### src/hw/rrse_pkg.sv
// shared constants and carrier types for the return, rotate and sleep executor
package rrse_pkg;

    // ==========================================================
    // widths and depths
    localparam int IP_W = 13;
    localparam int STK_DEPTH = 8;
    localparam int STK_PTR_W = 3;
    localparam int STK_CNT_W = 4;
    localparam int FILE_DEPTH = 128;
    localparam int FILE_ADDR_W = 7;

    // ==========================================================
    // operation codes of the issue port
    localparam logic [3:0] OP_NOP = 4'h0;
    localparam logic [3:0] OP_RET_LIT = 4'h1;
    localparam logic [3:0] OP_RETURN = 4'h2;
    localparam logic [3:0] OP_ROT_LEFT = 4'h3;
    localparam logic [3:0] OP_SLEEP = 4'h4;

    // destination select of the rotate
    localparam logic DEST_ACC = 1'h0;
    localparam logic DEST_FILE = 1'h1;

    // ==========================================================
    // register offsets
    localparam logic [7:0] REG_ACC = 8'h00;
    localparam logic [7:0] REG_STATUS = 8'h01;
    localparam logic [7:0] REG_IP_LO = 8'h02;
    localparam logic [7:0] REG_IP_HI = 8'h03;
    localparam logic [7:0] REG_CTRL = 8'h04;
    localparam logic [7:0] REG_WDOG = 8'h05;
    localparam logic [7:0] REG_STK_LO = 8'h06;
    localparam logic [7:0] REG_STK_HI = 8'h07;
    localparam logic [7:0] REG_STK_CNT = 8'h08;
    localparam logic [7:0] REG_PRESC = 8'h09;
    // file registers occupy the upper half of the map
    localparam int FILE_SEL_BIT = 7;

    // ==========================================================
    // status and control field positions
    localparam int ST_CARRY = 0;
    localparam int ST_EXPIRY = 1;
    localparam int ST_PDOWN = 2;
    localparam int ST_SLEEP = 3;
    localparam int CTRL_WDOG_EN = 0;

    // ==========================================================
    // reset values and counter maxima
    localparam logic [7:0] ACC_RST = 8'h00;
    localparam logic [IP_W-1:0] IP_RST = 13'h0000;
    localparam logic EXPIRY_RST = 1'h1;
    localparam logic PDOWN_RST = 1'h1;
    localparam logic [7:0] CTRL_RST = 8'h00;
    localparam logic [7:0] WDOG_RST = 8'h00;
    localparam logic [7:0] PRESC_RST = 8'h00;
    localparam logic [7:0] PRESC_MAX = 8'hFF;
    localparam logic [7:0] WDOG_MAX = 8'hFF;

    // ==========================================================
    // carriers
    typedef struct packed {
        logic [3:0] op;
        logic dest;
        logic [FILE_ADDR_W-1:0] addr;
        logic [7:0] lit;
    } rrse_instr_t;

    typedef struct packed {
        logic wr;
        logic rd;
        logic [7:0] addr;
        logic [7:0] wdata;
    } rrse_bus_t;

    typedef enum logic [2:0] {
        S_RUN = 3'b001,
        S_SECOND = 3'b010,
        S_SLEEP = 3'b100
    } rrse_state_t;

endpackage : rrse_pkg

### src/hw/rrse_exec.sv
// executor for return-with-literal, return, rotate-left and sleep
// Overview of operation
// - return-with-literal loads accumulator with literal
// - it reloads pointer from stack top, pops
// - one word, two cycles, flags untouched
// - return pops stack into pointer, flags untouched
// - return takes two instruction cycles
// - rotate file register left through carry only
// - destination bit picks accumulator or file register
// - rotate is one word, one cycle
// - sleep clears watchdog counter and prescaler
// - sleep sets watchdog expiry flag
// - sleep clears power-down flag
// - then sleep stops oscillator, enters sleep
`timescale 1ns/1ps

module rrse_exec
    import rrse_pkg::*;
(
    input wire logic clock,
    input wire logic rst,
    input wire rrse_bus_t bus,
    output logic [7:0] rdata_q,
    input wire logic instr_valid,
    input wire rrse_instr_t instr,
    output logic instr_ready_q,
    output logic instr_done_q,
    input wire logic wake,
    output logic [IP_W-1:0] instr_pointer_q,
    output logic [7:0] acc_q,
    output logic sleeping_q,
    output logic osc_run_q
);

    // ==========================================================
    // state
    rrse_state_t state_q;
    logic [7:0] file_q [FILE_DEPTH];
    logic [IP_W-1:0] stack_q [STK_DEPTH];
    logic [STK_PTR_W-1:0] stk_ptr_q;
    logic [STK_CNT_W-1:0] stk_cnt_q;
    logic [7:0] stk_lo_q;
    logic carry_q;
    logic expiry_flag_q;
    logic power_down_flag_q;
    logic [7:0] ctrl_q;
    logic [7:0] watchdog_counter_q;
    logic [7:0] presc_q;

    // ==========================================================
    // decode
    logic accept;
    logic do_ret_lit;
    logic do_return;
    logic do_rot;
    logic do_sleep;
    logic do_pop;
    logic [7:0] rot_src;
    logic [7:0] rot_res;
    logic bus_file;
    logic bus_push;
    logic [STK_PTR_W-1:0] top_idx;
    logic [IP_W-1:0] stack_top;

    assign accept = instr_valid && instr_ready_q;
    assign do_ret_lit = accept && (instr.op == OP_RET_LIT);
    assign do_return = accept && (instr.op == OP_RETURN);
    assign do_rot = accept && (instr.op == OP_ROT_LEFT);
    assign do_sleep = accept && (instr.op == OP_SLEEP);
    assign do_pop = do_ret_lit || do_return;
    assign rot_src = file_q[instr.addr];
    assign rot_res = {rot_src[6:0], carry_q};
    assign bus_file = bus.addr[FILE_SEL_BIT];
    // a push from software that meets a pop is dropped to keep one pointer move a cycle
    assign bus_push = bus.wr && !bus_file && (bus.addr == REG_STK_HI) && !do_pop;
    assign top_idx = stk_ptr_q - 3'h1;
    assign stack_top = stack_q[top_idx];

    // ==========================================================
    // sequencing
    always_ff @(posedge clock or posedge rst) begin
        if (rst) begin
            state_q <= S_RUN;
        end else begin
            unique case (state_q)
                S_RUN: begin
                    if (do_pop) begin
                        // returns hold the issue port for a second cycle
                        state_q <= S_SECOND;
                    end else if (do_sleep) begin
                        state_q <= S_SLEEP;
                    end
                end
                S_SECOND: begin
                    state_q <= S_RUN;
                end
                S_SLEEP: begin
                    if (wake) begin
                        state_q <= S_RUN;
                    end
                end
                default: begin
                    state_q <= S_RUN;
                end
            endcase
        end
    end

    // ready drops for the second cycle of a return and for all of sleep
    always_ff @(posedge clock or posedge rst) begin
        if (rst) begin
            instr_ready_q <= 1'b0;
        end else begin
            unique case (state_q)
                S_RUN: begin
                    instr_ready_q <= !(do_pop || do_sleep);
                end
                S_SECOND: begin
                    instr_ready_q <= 1'b1;
                end
                S_SLEEP: begin
                    instr_ready_q <= wake;
                end
                default: begin
                    instr_ready_q <= 1'b0;
                end
            endcase
        end
    end

    always_ff @(posedge clock or posedge rst) begin
        if (rst) begin
            instr_done_q <= 1'b0;
        end else begin
            unique case (state_q)
                S_RUN: begin
                    instr_done_q <= accept && !do_pop;
                end
                S_SECOND: begin
                    instr_done_q <= 1'b1;
                end
                S_SLEEP: begin
                    instr_done_q <= 1'b0;
                end
                default: begin
                    instr_done_q <= 1'b0;
                end
            endcase
        end
    end

    // sleep flag and stopped oscillator come and go together
    always_ff @(posedge clock or posedge rst) begin
        if (rst) begin
            sleeping_q <= 1'b0;
        end else if (do_sleep) begin
            sleeping_q <= 1'b1;
        end else if (state_q == S_SLEEP && wake) begin
            sleeping_q <= 1'b0;
        end
    end

    always_ff @(posedge clock or posedge rst) begin
        if (rst) begin
            osc_run_q <= 1'b1;
        end else if (do_sleep) begin
            osc_run_q <= 1'b0;
        end else if (state_q == S_SLEEP && wake) begin
            osc_run_q <= 1'b1;
        end
    end

    // ==========================================================
    // accumulator
    always_ff @(posedge clock or posedge rst) begin
        if (rst) begin
            acc_q <= ACC_RST;
        end else if (do_ret_lit) begin
            acc_q <= instr.lit;
        end else if (do_rot && instr.dest == DEST_ACC) begin
            acc_q <= rot_res;
        end else if (bus.wr && bus.addr == REG_ACC) begin
            acc_q <= bus.wdata;
        end
    end

    // ==========================================================
    // file registers, no reset so they map onto plain storage
    always_ff @(posedge clock) begin
        if (do_rot && instr.dest == DEST_FILE) begin
            file_q[instr.addr] <= rot_res;
        end else if (bus.wr && bus_file) begin
            file_q[bus.addr[FILE_ADDR_W-1:0]] <= bus.wdata;
        end
    end

    // ==========================================================
    // carry: only the rotate touches it among the four operations
    always_ff @(posedge clock or posedge rst) begin
        if (rst) begin
            carry_q <= 1'b0;
        end else if (do_rot) begin
            carry_q <= rot_src[7];
        end else if (bus.wr && bus.addr == REG_STATUS) begin
            carry_q <= bus.wdata[ST_CARRY];
        end
    end

    // ==========================================================
    // instruction pointer
    always_ff @(posedge clock or posedge rst) begin
        if (rst) begin
            instr_pointer_q <= IP_RST;
        end else if (do_pop) begin
            instr_pointer_q <= stack_top;
        end else if (accept) begin
            instr_pointer_q <= instr_pointer_q + 13'h0001;
        end else if (bus.wr && bus.addr == REG_IP_LO) begin
            instr_pointer_q[7:0] <= bus.wdata;
        end else if (bus.wr && bus.addr == REG_IP_HI) begin
            instr_pointer_q[IP_W-1:8] <= bus.wdata[IP_W-9:0];
        end
    end

    // ==========================================================
    // return stack: circular, so an empty pop wraps like the pointer does
    always_ff @(posedge clock or posedge rst) begin
        if (rst) begin
            stk_ptr_q <= '0;
            stk_cnt_q <= '0;
            stk_lo_q <= 8'h00;
        end else begin
            if (bus.wr && bus.addr == REG_STK_LO) begin
                stk_lo_q <= bus.wdata;
            end
            if (do_pop) begin
                stk_ptr_q <= top_idx;
                if (stk_cnt_q != '0) begin
                    stk_cnt_q <= stk_cnt_q - 4'h1;
                end
            end else if (bus_push) begin
                stk_ptr_q <= stk_ptr_q + 3'h1;
                if (stk_cnt_q != 4'(STK_DEPTH)) begin
                    stk_cnt_q <= stk_cnt_q + 4'h1;
                end
            end
        end
    end

    always_ff @(posedge clock) begin
        if (bus_push) begin
            stack_q[stk_ptr_q] <= {bus.wdata[IP_W-9:0], stk_lo_q};
        end
    end

    // ==========================================================
    // control
    always_ff @(posedge clock or posedge rst) begin
        if (rst) begin
            ctrl_q <= CTRL_RST;
        end else if (bus.wr && bus.addr == REG_CTRL) begin
            ctrl_q <= bus.wdata;
        end
    end

    // ==========================================================
    // watchdog: prescaler wrap is the enable pulse for the counter
    logic presc_wrap;
    logic wdog_timeout;

    assign presc_wrap = ctrl_q[CTRL_WDOG_EN] && (presc_q == PRESC_MAX);
    assign wdog_timeout = presc_wrap && (watchdog_counter_q == WDOG_MAX);

    always_ff @(posedge clock or posedge rst) begin
        if (rst) begin
            presc_q <= PRESC_RST;
        end else if (do_sleep) begin
            presc_q <= PRESC_RST;
        end else if (ctrl_q[CTRL_WDOG_EN]) begin
            presc_q <= presc_q + 8'h01;
        end
    end

    always_ff @(posedge clock or posedge rst) begin
        if (rst) begin
            watchdog_counter_q <= WDOG_RST;
        end else if (do_sleep) begin
            watchdog_counter_q <= WDOG_RST;
        end else if (presc_wrap) begin
            watchdog_counter_q <= watchdog_counter_q + 8'h01;
        end
    end

    // ==========================================================
    // status flags: sleep wins over a timeout in the same cycle
    always_ff @(posedge clock or posedge rst) begin
        if (rst) begin
            expiry_flag_q <= EXPIRY_RST;
            power_down_flag_q <= PDOWN_RST;
        end else begin
            if (do_sleep) begin
                expiry_flag_q <= 1'b1;
                power_down_flag_q <= 1'b0;
            end else if (wdog_timeout) begin
                expiry_flag_q <= 1'b0;
            end
        end
    end

    // ==========================================================
    // register read port
    always_ff @(posedge clock or posedge rst) begin
        if (rst) begin
            rdata_q <= 8'h00;
        end else if (bus.rd) begin
            if (bus_file) begin
                rdata_q <= file_q[bus.addr[FILE_ADDR_W-1:0]];
            end else begin
                unique case (bus.addr)
                    REG_ACC: rdata_q <= acc_q;
                    REG_STATUS: rdata_q <= {4'h0, sleeping_q, power_down_flag_q,
                        expiry_flag_q, carry_q};
                    REG_IP_LO: rdata_q <= instr_pointer_q[7:0];
                    REG_IP_HI: rdata_q <= {3'h0, instr_pointer_q[IP_W-1:8]};
                    REG_CTRL: rdata_q <= ctrl_q;
                    REG_WDOG: rdata_q <= watchdog_counter_q;
                    REG_STK_LO: rdata_q <= stack_top[7:0];
                    REG_STK_HI: rdata_q <= {3'h0, stack_top[IP_W-1:8]};
                    REG_STK_CNT: rdata_q <= {4'h0, stk_cnt_q};
                    REG_PRESC: rdata_q <= presc_q;
                    default: rdata_q <= 8'h00;
                endcase
            end
        end else begin
            rdata_q <= 8'h00;
        end
    end

endmodule : rrse_exec

### config.mk
export PLATFORM = sky130hd
export DESIGN_NAME = rrse_exec
export DESIGN_NICKNAME = d
export VERILOG_FILES = /design/src/hw/rrse_pkg.sv /design/src/hw/rrse_exec.sv
export SDC_FILE = /design/constraint.sdc
export NUM_CORES = 2
export LEC_CHECK = 0
export ABC_AREA = 0
export BUFFER_PORTS_ARGS = -buffer_cell sky130_fd_sc_hd__buf_2
export CAP_MARGIN = 20
export CORE_ASPECT_RATIO = 2
export CORE_MARGIN = 3
export CORE_UTILIZATION = 40
export CTS_BUF_LIST = sky130_fd_sc_hd__clkbuf_2 sky130_fd_sc_hd__clkbuf_4 sky130_fd_sc_hd__clkbuf_8
export DETAILED_ROUTE_END_ITERATION = 7
export SETUP_SLACK_MARGIN = 0.15
export SLEW_MARGIN = 20
export SYNTH_ARGS = -nofsm -noshare
export SYNTH_HDL_FRONTEND = slang
export SYNTH_SLANG_ARGS = --single-unit
### constraint.sdc
create_clock -name clock -period 16.65 [get_ports clock]
set_input_delay 1.665 -clock clock [delete_from_list [all_inputs] [get_ports clock]]
set_output_delay 1.665 -clock clock [all_outputs]
set_load 0.1 [all_outputs]
# [Word level (Yosys, flattened, before mapping)]
# Memories as Yosys holds them, arrays and structs flattened.
# Index checks and enable logic that the tools add are counted.
[op_classes] muxes=45 eq_ne=23 n_reduce_logical=42 n_addsub=7 bitwise=1
[op_table] op="$mux W8" count=11
[op_table] op="$pmux W8 S10" count=1
[op_table] op="$eq A8 B3 Y1 const B" count=4
[op_table] op="$mux W13" count=2
[op_table] op="$logic_and A1 B1 Y1" count=21
[op_table] op="$add A8 B1 Y8 const B" count=2
[op_table] op="$eq A8 B2 Y1 const B" count=2
[op_table] op="$eq A8 B4 Y1 const B" count=2
[op_table] op="$eq A8 B8 Y1 const B" count=2
[op_table] op="$mux W1" count=16
[op_table] op="$mux W4" count=4
[op_table] op="$mux W3" count=5
[op_table] op="$reduce_bool A2 Y1" count=7
[op_table] op="$add A13 B1 Y13 const B" count=1
[op_table] op="$mux W5" count=2
[op_table] op="$reduce_bool A3 Y1" count=3
[op_table] op="$eq A4 B2 Y1 const B" count=2
[op_table] op="$eq A8 B1 Y1 const B" count=1
[op_table] op="$logic_not A8 Y1" count=1
[op_table] op="$reduce_or A8 Y1" count=1
[op_table] op="$mux W7" count=1
[op_table] op="$ne A3 B3 Y1 const B" count=2
[op_table] op="$pmux W3 S2" count=1
[op_table] op="$add A4 B1 Y4 const B" count=1
[op_table] op="other kinds (19)" count=23
[totals] out_inout_bits=33 regBits=78 mem_count=2 ram_bits=1128 inputBits=42 wordCells=138
[mem_list] memory="file_q" depth=128 word_bits=8 read_ports=2 rd_clocked_by_memory_dff=0 wr=1 line="rrse_exec.sv:38" rtl="logic [7:0] file_q [FILE_DEPTH];"
[mem_list] memory="stack_q" depth=8 word_bits=13 read_ports=1 rd_clocked_by_memory_dff=0 wr=1 line="rrse_exec.sv:39" rtl="logic [IP_W-1:0] stack_q [STK_DEPTH];"

# [Longest topological paths before layout]
[logic_depth] word_depth=7 depth_mapped=12 mapped_depth_nobuf=9

# [Worst setup path after synthesis]
# OpenSTA, ideal clock, no wires.
[synth_path] path_kind="in2reg" startpoint="input port instr[9] in the netlist's numbering" endpoint="memory file_q[0][4] (data pin)" n_path_buf=3 required_time_ps=15422 setup_time_ps=1228 t_arrival_ps=8335 cell_stages=8 slack_ps=7087 path_cell_list="buf_2 -> buf_2 -> clkbuf_1 -> mux4_2 -> o22ai_1 -> nor4_1 -> o22ai_1 -> o31ai_1"
[synth_via] elab_chain_len=2
[synth_rtl] element="start: declaration" line="rrse_exec.sv:25" rtl="input wire rrse_instr_t instr,"
[synth_rtl] element="$mem_v2 Z128 W8"
[synth_rtl] element="$mux W8 (no line)"
[synth_rtl] element="end: declaration" line="rrse_exec.sv:38"
# No other way between the ends.

# [Worst setup path in the final report]
[layout_path] startpoint="input port instr[8] in the netlist's numbering" endpoint="memory file_q[32][7] (data pin)"
# Same word-level chain as after synthesis.

==> results.sh <==
export IMPL_wirelength_um=194000
export IMPL_fill_cells=12000
export IMPL_hold_buffers=0
export IMPL_post_cts_resized=0
export IMPL_p_leak_nw=19.4
export IMPL_hpwlAfterDp_um=130000
export IMPL_p_total_mw=6.94
export IMPL_nets=3271
export IMPL_clk_pin_slew_ns=0.07
export IMPL_start_kind="primary input"
export IMPL_drcViolationCount=0
export IMPL_avgSynthCellArea_um2=18.2
export IMPL_synthMuxAreaShare=0.236
export IMPL_post_route_min_period_ns=6.66
export IMPL_relSlewSlack=0.186
export IMPL_rsz0062_at_grt="false"
export IMPL_cp_required_ns=17.25
export IMPL_io_buffer_count=74
export IMPL_hold_path_end="instr_done_q"
export IMPL_ff2ff_path_depth=9
export IMPL_hold_path_class="flop to flop"
export IMPL_fmax_mhz=150
export IMPL_grt_pass1_vias=35100
export IMPL_path_class="primary input to flop"
export IMPL_place_congestion=0.988
export IMPL_clk_latency_ns=0.89
export IMPL_multiInputGateArea_um2=19300
export IMPL_clockBufferDepth=4
export IMPL_post_cts_buffers=0
export IMPL_synthArstFlopShare=0.0647
export IMPL_regArea_um2=35800
export IMPL_syn_area_um2=56200
export IMPL_die_y_um=536
export IMPL_grt_pass1_wl_um=270000
export IMPL_vias=33600
export IMPL_synthXorXnorAreaFrac=0.00390
export IMPL_cts_buffers=168
export IMPL_power_density_nw_per_um2=112
export IMPL_die_w_um=271
export IMPL_synth_top_family_by_area="multiplexers"
export IMPL_synth_ff_type="edfxtp_1"
export IMPL_final_cell_mix="1128 x edfxtp_1, 530 x mux4_2, 194 x nor2_1"
export IMPL_fp_coreArea_um2=139000
export IMPL_ir_drop_mv=0.144
export IMPL_die_area_um2=145000
export IMPL_via_per_inst=6.47
export IMPL_crit_fanout=84
export IMPL_cts_htree_levels=4
export IMPL_hold_start="state_q[2]"
export IMPL_cts_sinks=1206
export IMPL_antenna_left=0
export IMPL_overflow=0
export IMPL_final_common_cell="edfxtp_1"
export IMPL_dr_pass1_iters=8
export IMPL_io_pins=75
export IMPL_cts_root_buffer="clkbuf_8"
export IMPL_r2r_slack_ns=12.52
export IMPL_hold_viol=0
export IMPL_synth_simple_area_share=0.0432
export IMPL_cts_tree="yes"
export IMPL_final_layout_size_suffix_gt1_frac=0.316
export IMPL_synth_compound_area_share=0.0535
export IMPL_critPathCaptureType="flop"
export IMPL_start_util=0.405
export IMPL_run_status="completed"
export IMPL_hold_depth=1
export IMPL_syn_nets=3140
export IMPL_drv_slew=0
export IMPL_track_usage=0.267
export IMPL_rows=193
export IMPL_synth_edf_count=1128
export IMPL_r2r_start="stk_ptr_q[0]"
export IMPL_cap_violations=0
export IMPL_wl_per_cell_um=37.4
export IMPL_fin_skew_ns=0.0493
export IMPL_grt_max_degree=101
export IMPL_critPathArrivalTime_ns=7.27
export IMPL_synth_cell_type_count=87
export IMPL_worst_pin_slew_ns=1.22
export IMPL_synth_adder_area_share=0.00192
export IMPL_period_share=0.400
export IMPL_synthCells=3090
export IMPL_area_delta_synth_final_pct=10.2
export IMPL_ys_seq_area_frac=0.638
export IMPL_setup_viol_count_final=0
export IMPL_synth_seq_cells=1206
export IMPL_regToRegEndpoint="rdata_q[1]"
export IMPL_antenna_found_initial=7
export IMPL_synth_yosys_warnings=0
export IMPL_drtIter0Drc=3482
export IMPL_fin_tns_setup_ns=0
[worst max-delay path: stages]
cell	delay (ns)
buf_8	0.61
buf_4	0.73
buf_12	0.60
mux4_2	0.36
o22ai_1	0.19
nor4_1	0.80
o22ai_1	0.33
o31ai_4	0.47
buf_4	0.68
buf_4	0.55
[kinds of logic after synthesis]
| kind of cell | after synthesis |
|---|---|
| xor+xnor | 25 |
| buf+inv | 251 |
| fa+ha+maj | 8 |
| flops | 1206 |
| mux | 660 |
| simple gates | 502 |
| compound gates | 438 |
[final cells by class]
| type | count | area share |
|---|---|---|
| well taps | 1852 | 0.0374 |
| inverters | 20 | 0.00125 |
| multi-input cells | 1633 | 0.312 |
| flip-flops and latches | 1206 | 0.579 |
| diodes | 5 | 0.000202 |
| repair buffers | 192 | 0.0218 |
| clock inverters | 70 | 0.00613 |
| clock buffers | 210 | 0.0427 |
[sequential cells by signal, summed over array words and instances (netlist names), 3 cells and up]
name / flops
instr_pointer_q: 13
stack_q: 104
stk_lo_q: 8
stk_cnt_q: 4
ctrl_q: 8
watchdog_counter_q: 8
rdata_q: 8
acc_q: 8
file_q: 1024
stk_ptr_q: 3
presc_q: 8
state_q: 3
[power by group]
group / leakage, nW / switching [mW] / internal [mW]
clock: 1.58 / 1.13 / 1.08
sequential: 11.1 / 0.0857 / 3.46
combinational: 6.70 / 0.823 / 0.355
[cells in the mapped netlist, types with 5 or more instances]
library cell / count / area share
o21ai_1: 11 / 0.00098
nor2_1: 210 / 0.014
nand3b_1: 5 / 0.00067
buf_6: 24 / 0.0048
a22o_1: 11 / 0.0017
xor2_1: 13 / 0.0020
a41oi_1: 5 / 0.00078
nor2b_1: 14 / 0.0016
nand2b_1: 18 / 0.0020
a221o_1: 8 / 0.0014
xnor2_1: 12 / 0.0019
nand4_1: 12 / 0.0013
a21oi_1: 63 / 0.0056
and2_1: 12 / 0.0013
buf_4: 25 / 0.0033
o22ai_1: 137 / 0.015
o21ai_0: 22 / 0.0020
edfxtp_1: 1128 / 0.60
o31ai_1: 15 / 0.0020
nand3_1: 18 / 0.0016
dfrtp_1: 74 / 0.033
inv_1: 17 / 0.0011
a211oi_1: 13 / 0.0017
buf_1: 14 / 0.00094
and3_1: 7 / 0.00078
clkbuf_1: 96 / 0.0064
a22oi_1: 57 / 0.0076
a31oi_1: 24 / 0.0027
a221oi_1: 17 / 0.0027
buf_2: 72 / 0.0064
nor4_1: 39 / 0.0043
nor3_1: 29 / 0.0026
nand2_1: 102 / 0.0068
or3_1: 8 / 0.00089
o2111ai_1: 12 / 0.0019
ha_1: 7 / 0.0016
mux4_2: 530 / 0.21
mux2i_1: 96 / 0.017
mux2_2: 31 / 0.0062
[worst max path at each step]
| stage | from | to | cells past startpoint |
|---|---|---|---|
| after detailed placement | instr[8] | file_q[70][5] | 10 |
| after floorplan | instr[9] | file_q[0][4] | 8 |
| final | instr[8] | file_q[32][7] | 10 |
| after global routing | instr[8] | file_q[89][7] | 10 |
| after CTS | instr[8] | file_q[76][5] | 10 |
| after global placement | instr[8] | file_q[2][5] | 10 |
[per-layer routing]
metal	global-route usage	vias to the layer above	part of all wire
met1	0.272	17600	0.30
met3	0.0458	729	0.071
met4	0.230	4	0.11
met5	0	-	0.00015
met2	0.472	1877	0.52
li1	-	13400	-
[stage by stage]
step | util | cells | hold slack, ns | cell area [µm²] | setup WS [ns]
after detailed placement | 0.424 | 4901 | 0.469 | 58800 | 9.18
after floorplan | - | 3090 | 0.425 | 56200 | 7.09
after CTS | 0.445 | 5181 | 0.479 | 61800 | 10.09
after global routing | 0.446 | 5184 | 0.500 | 61900 | 9.71
final | 0.446 | 5188 | 0.482 | 61900 | 9.99
after global placement | 0.423 | 4897 | 0.475 | 58700 | 9.21
No activity file was read; power rests on OpenSTA's default activity.
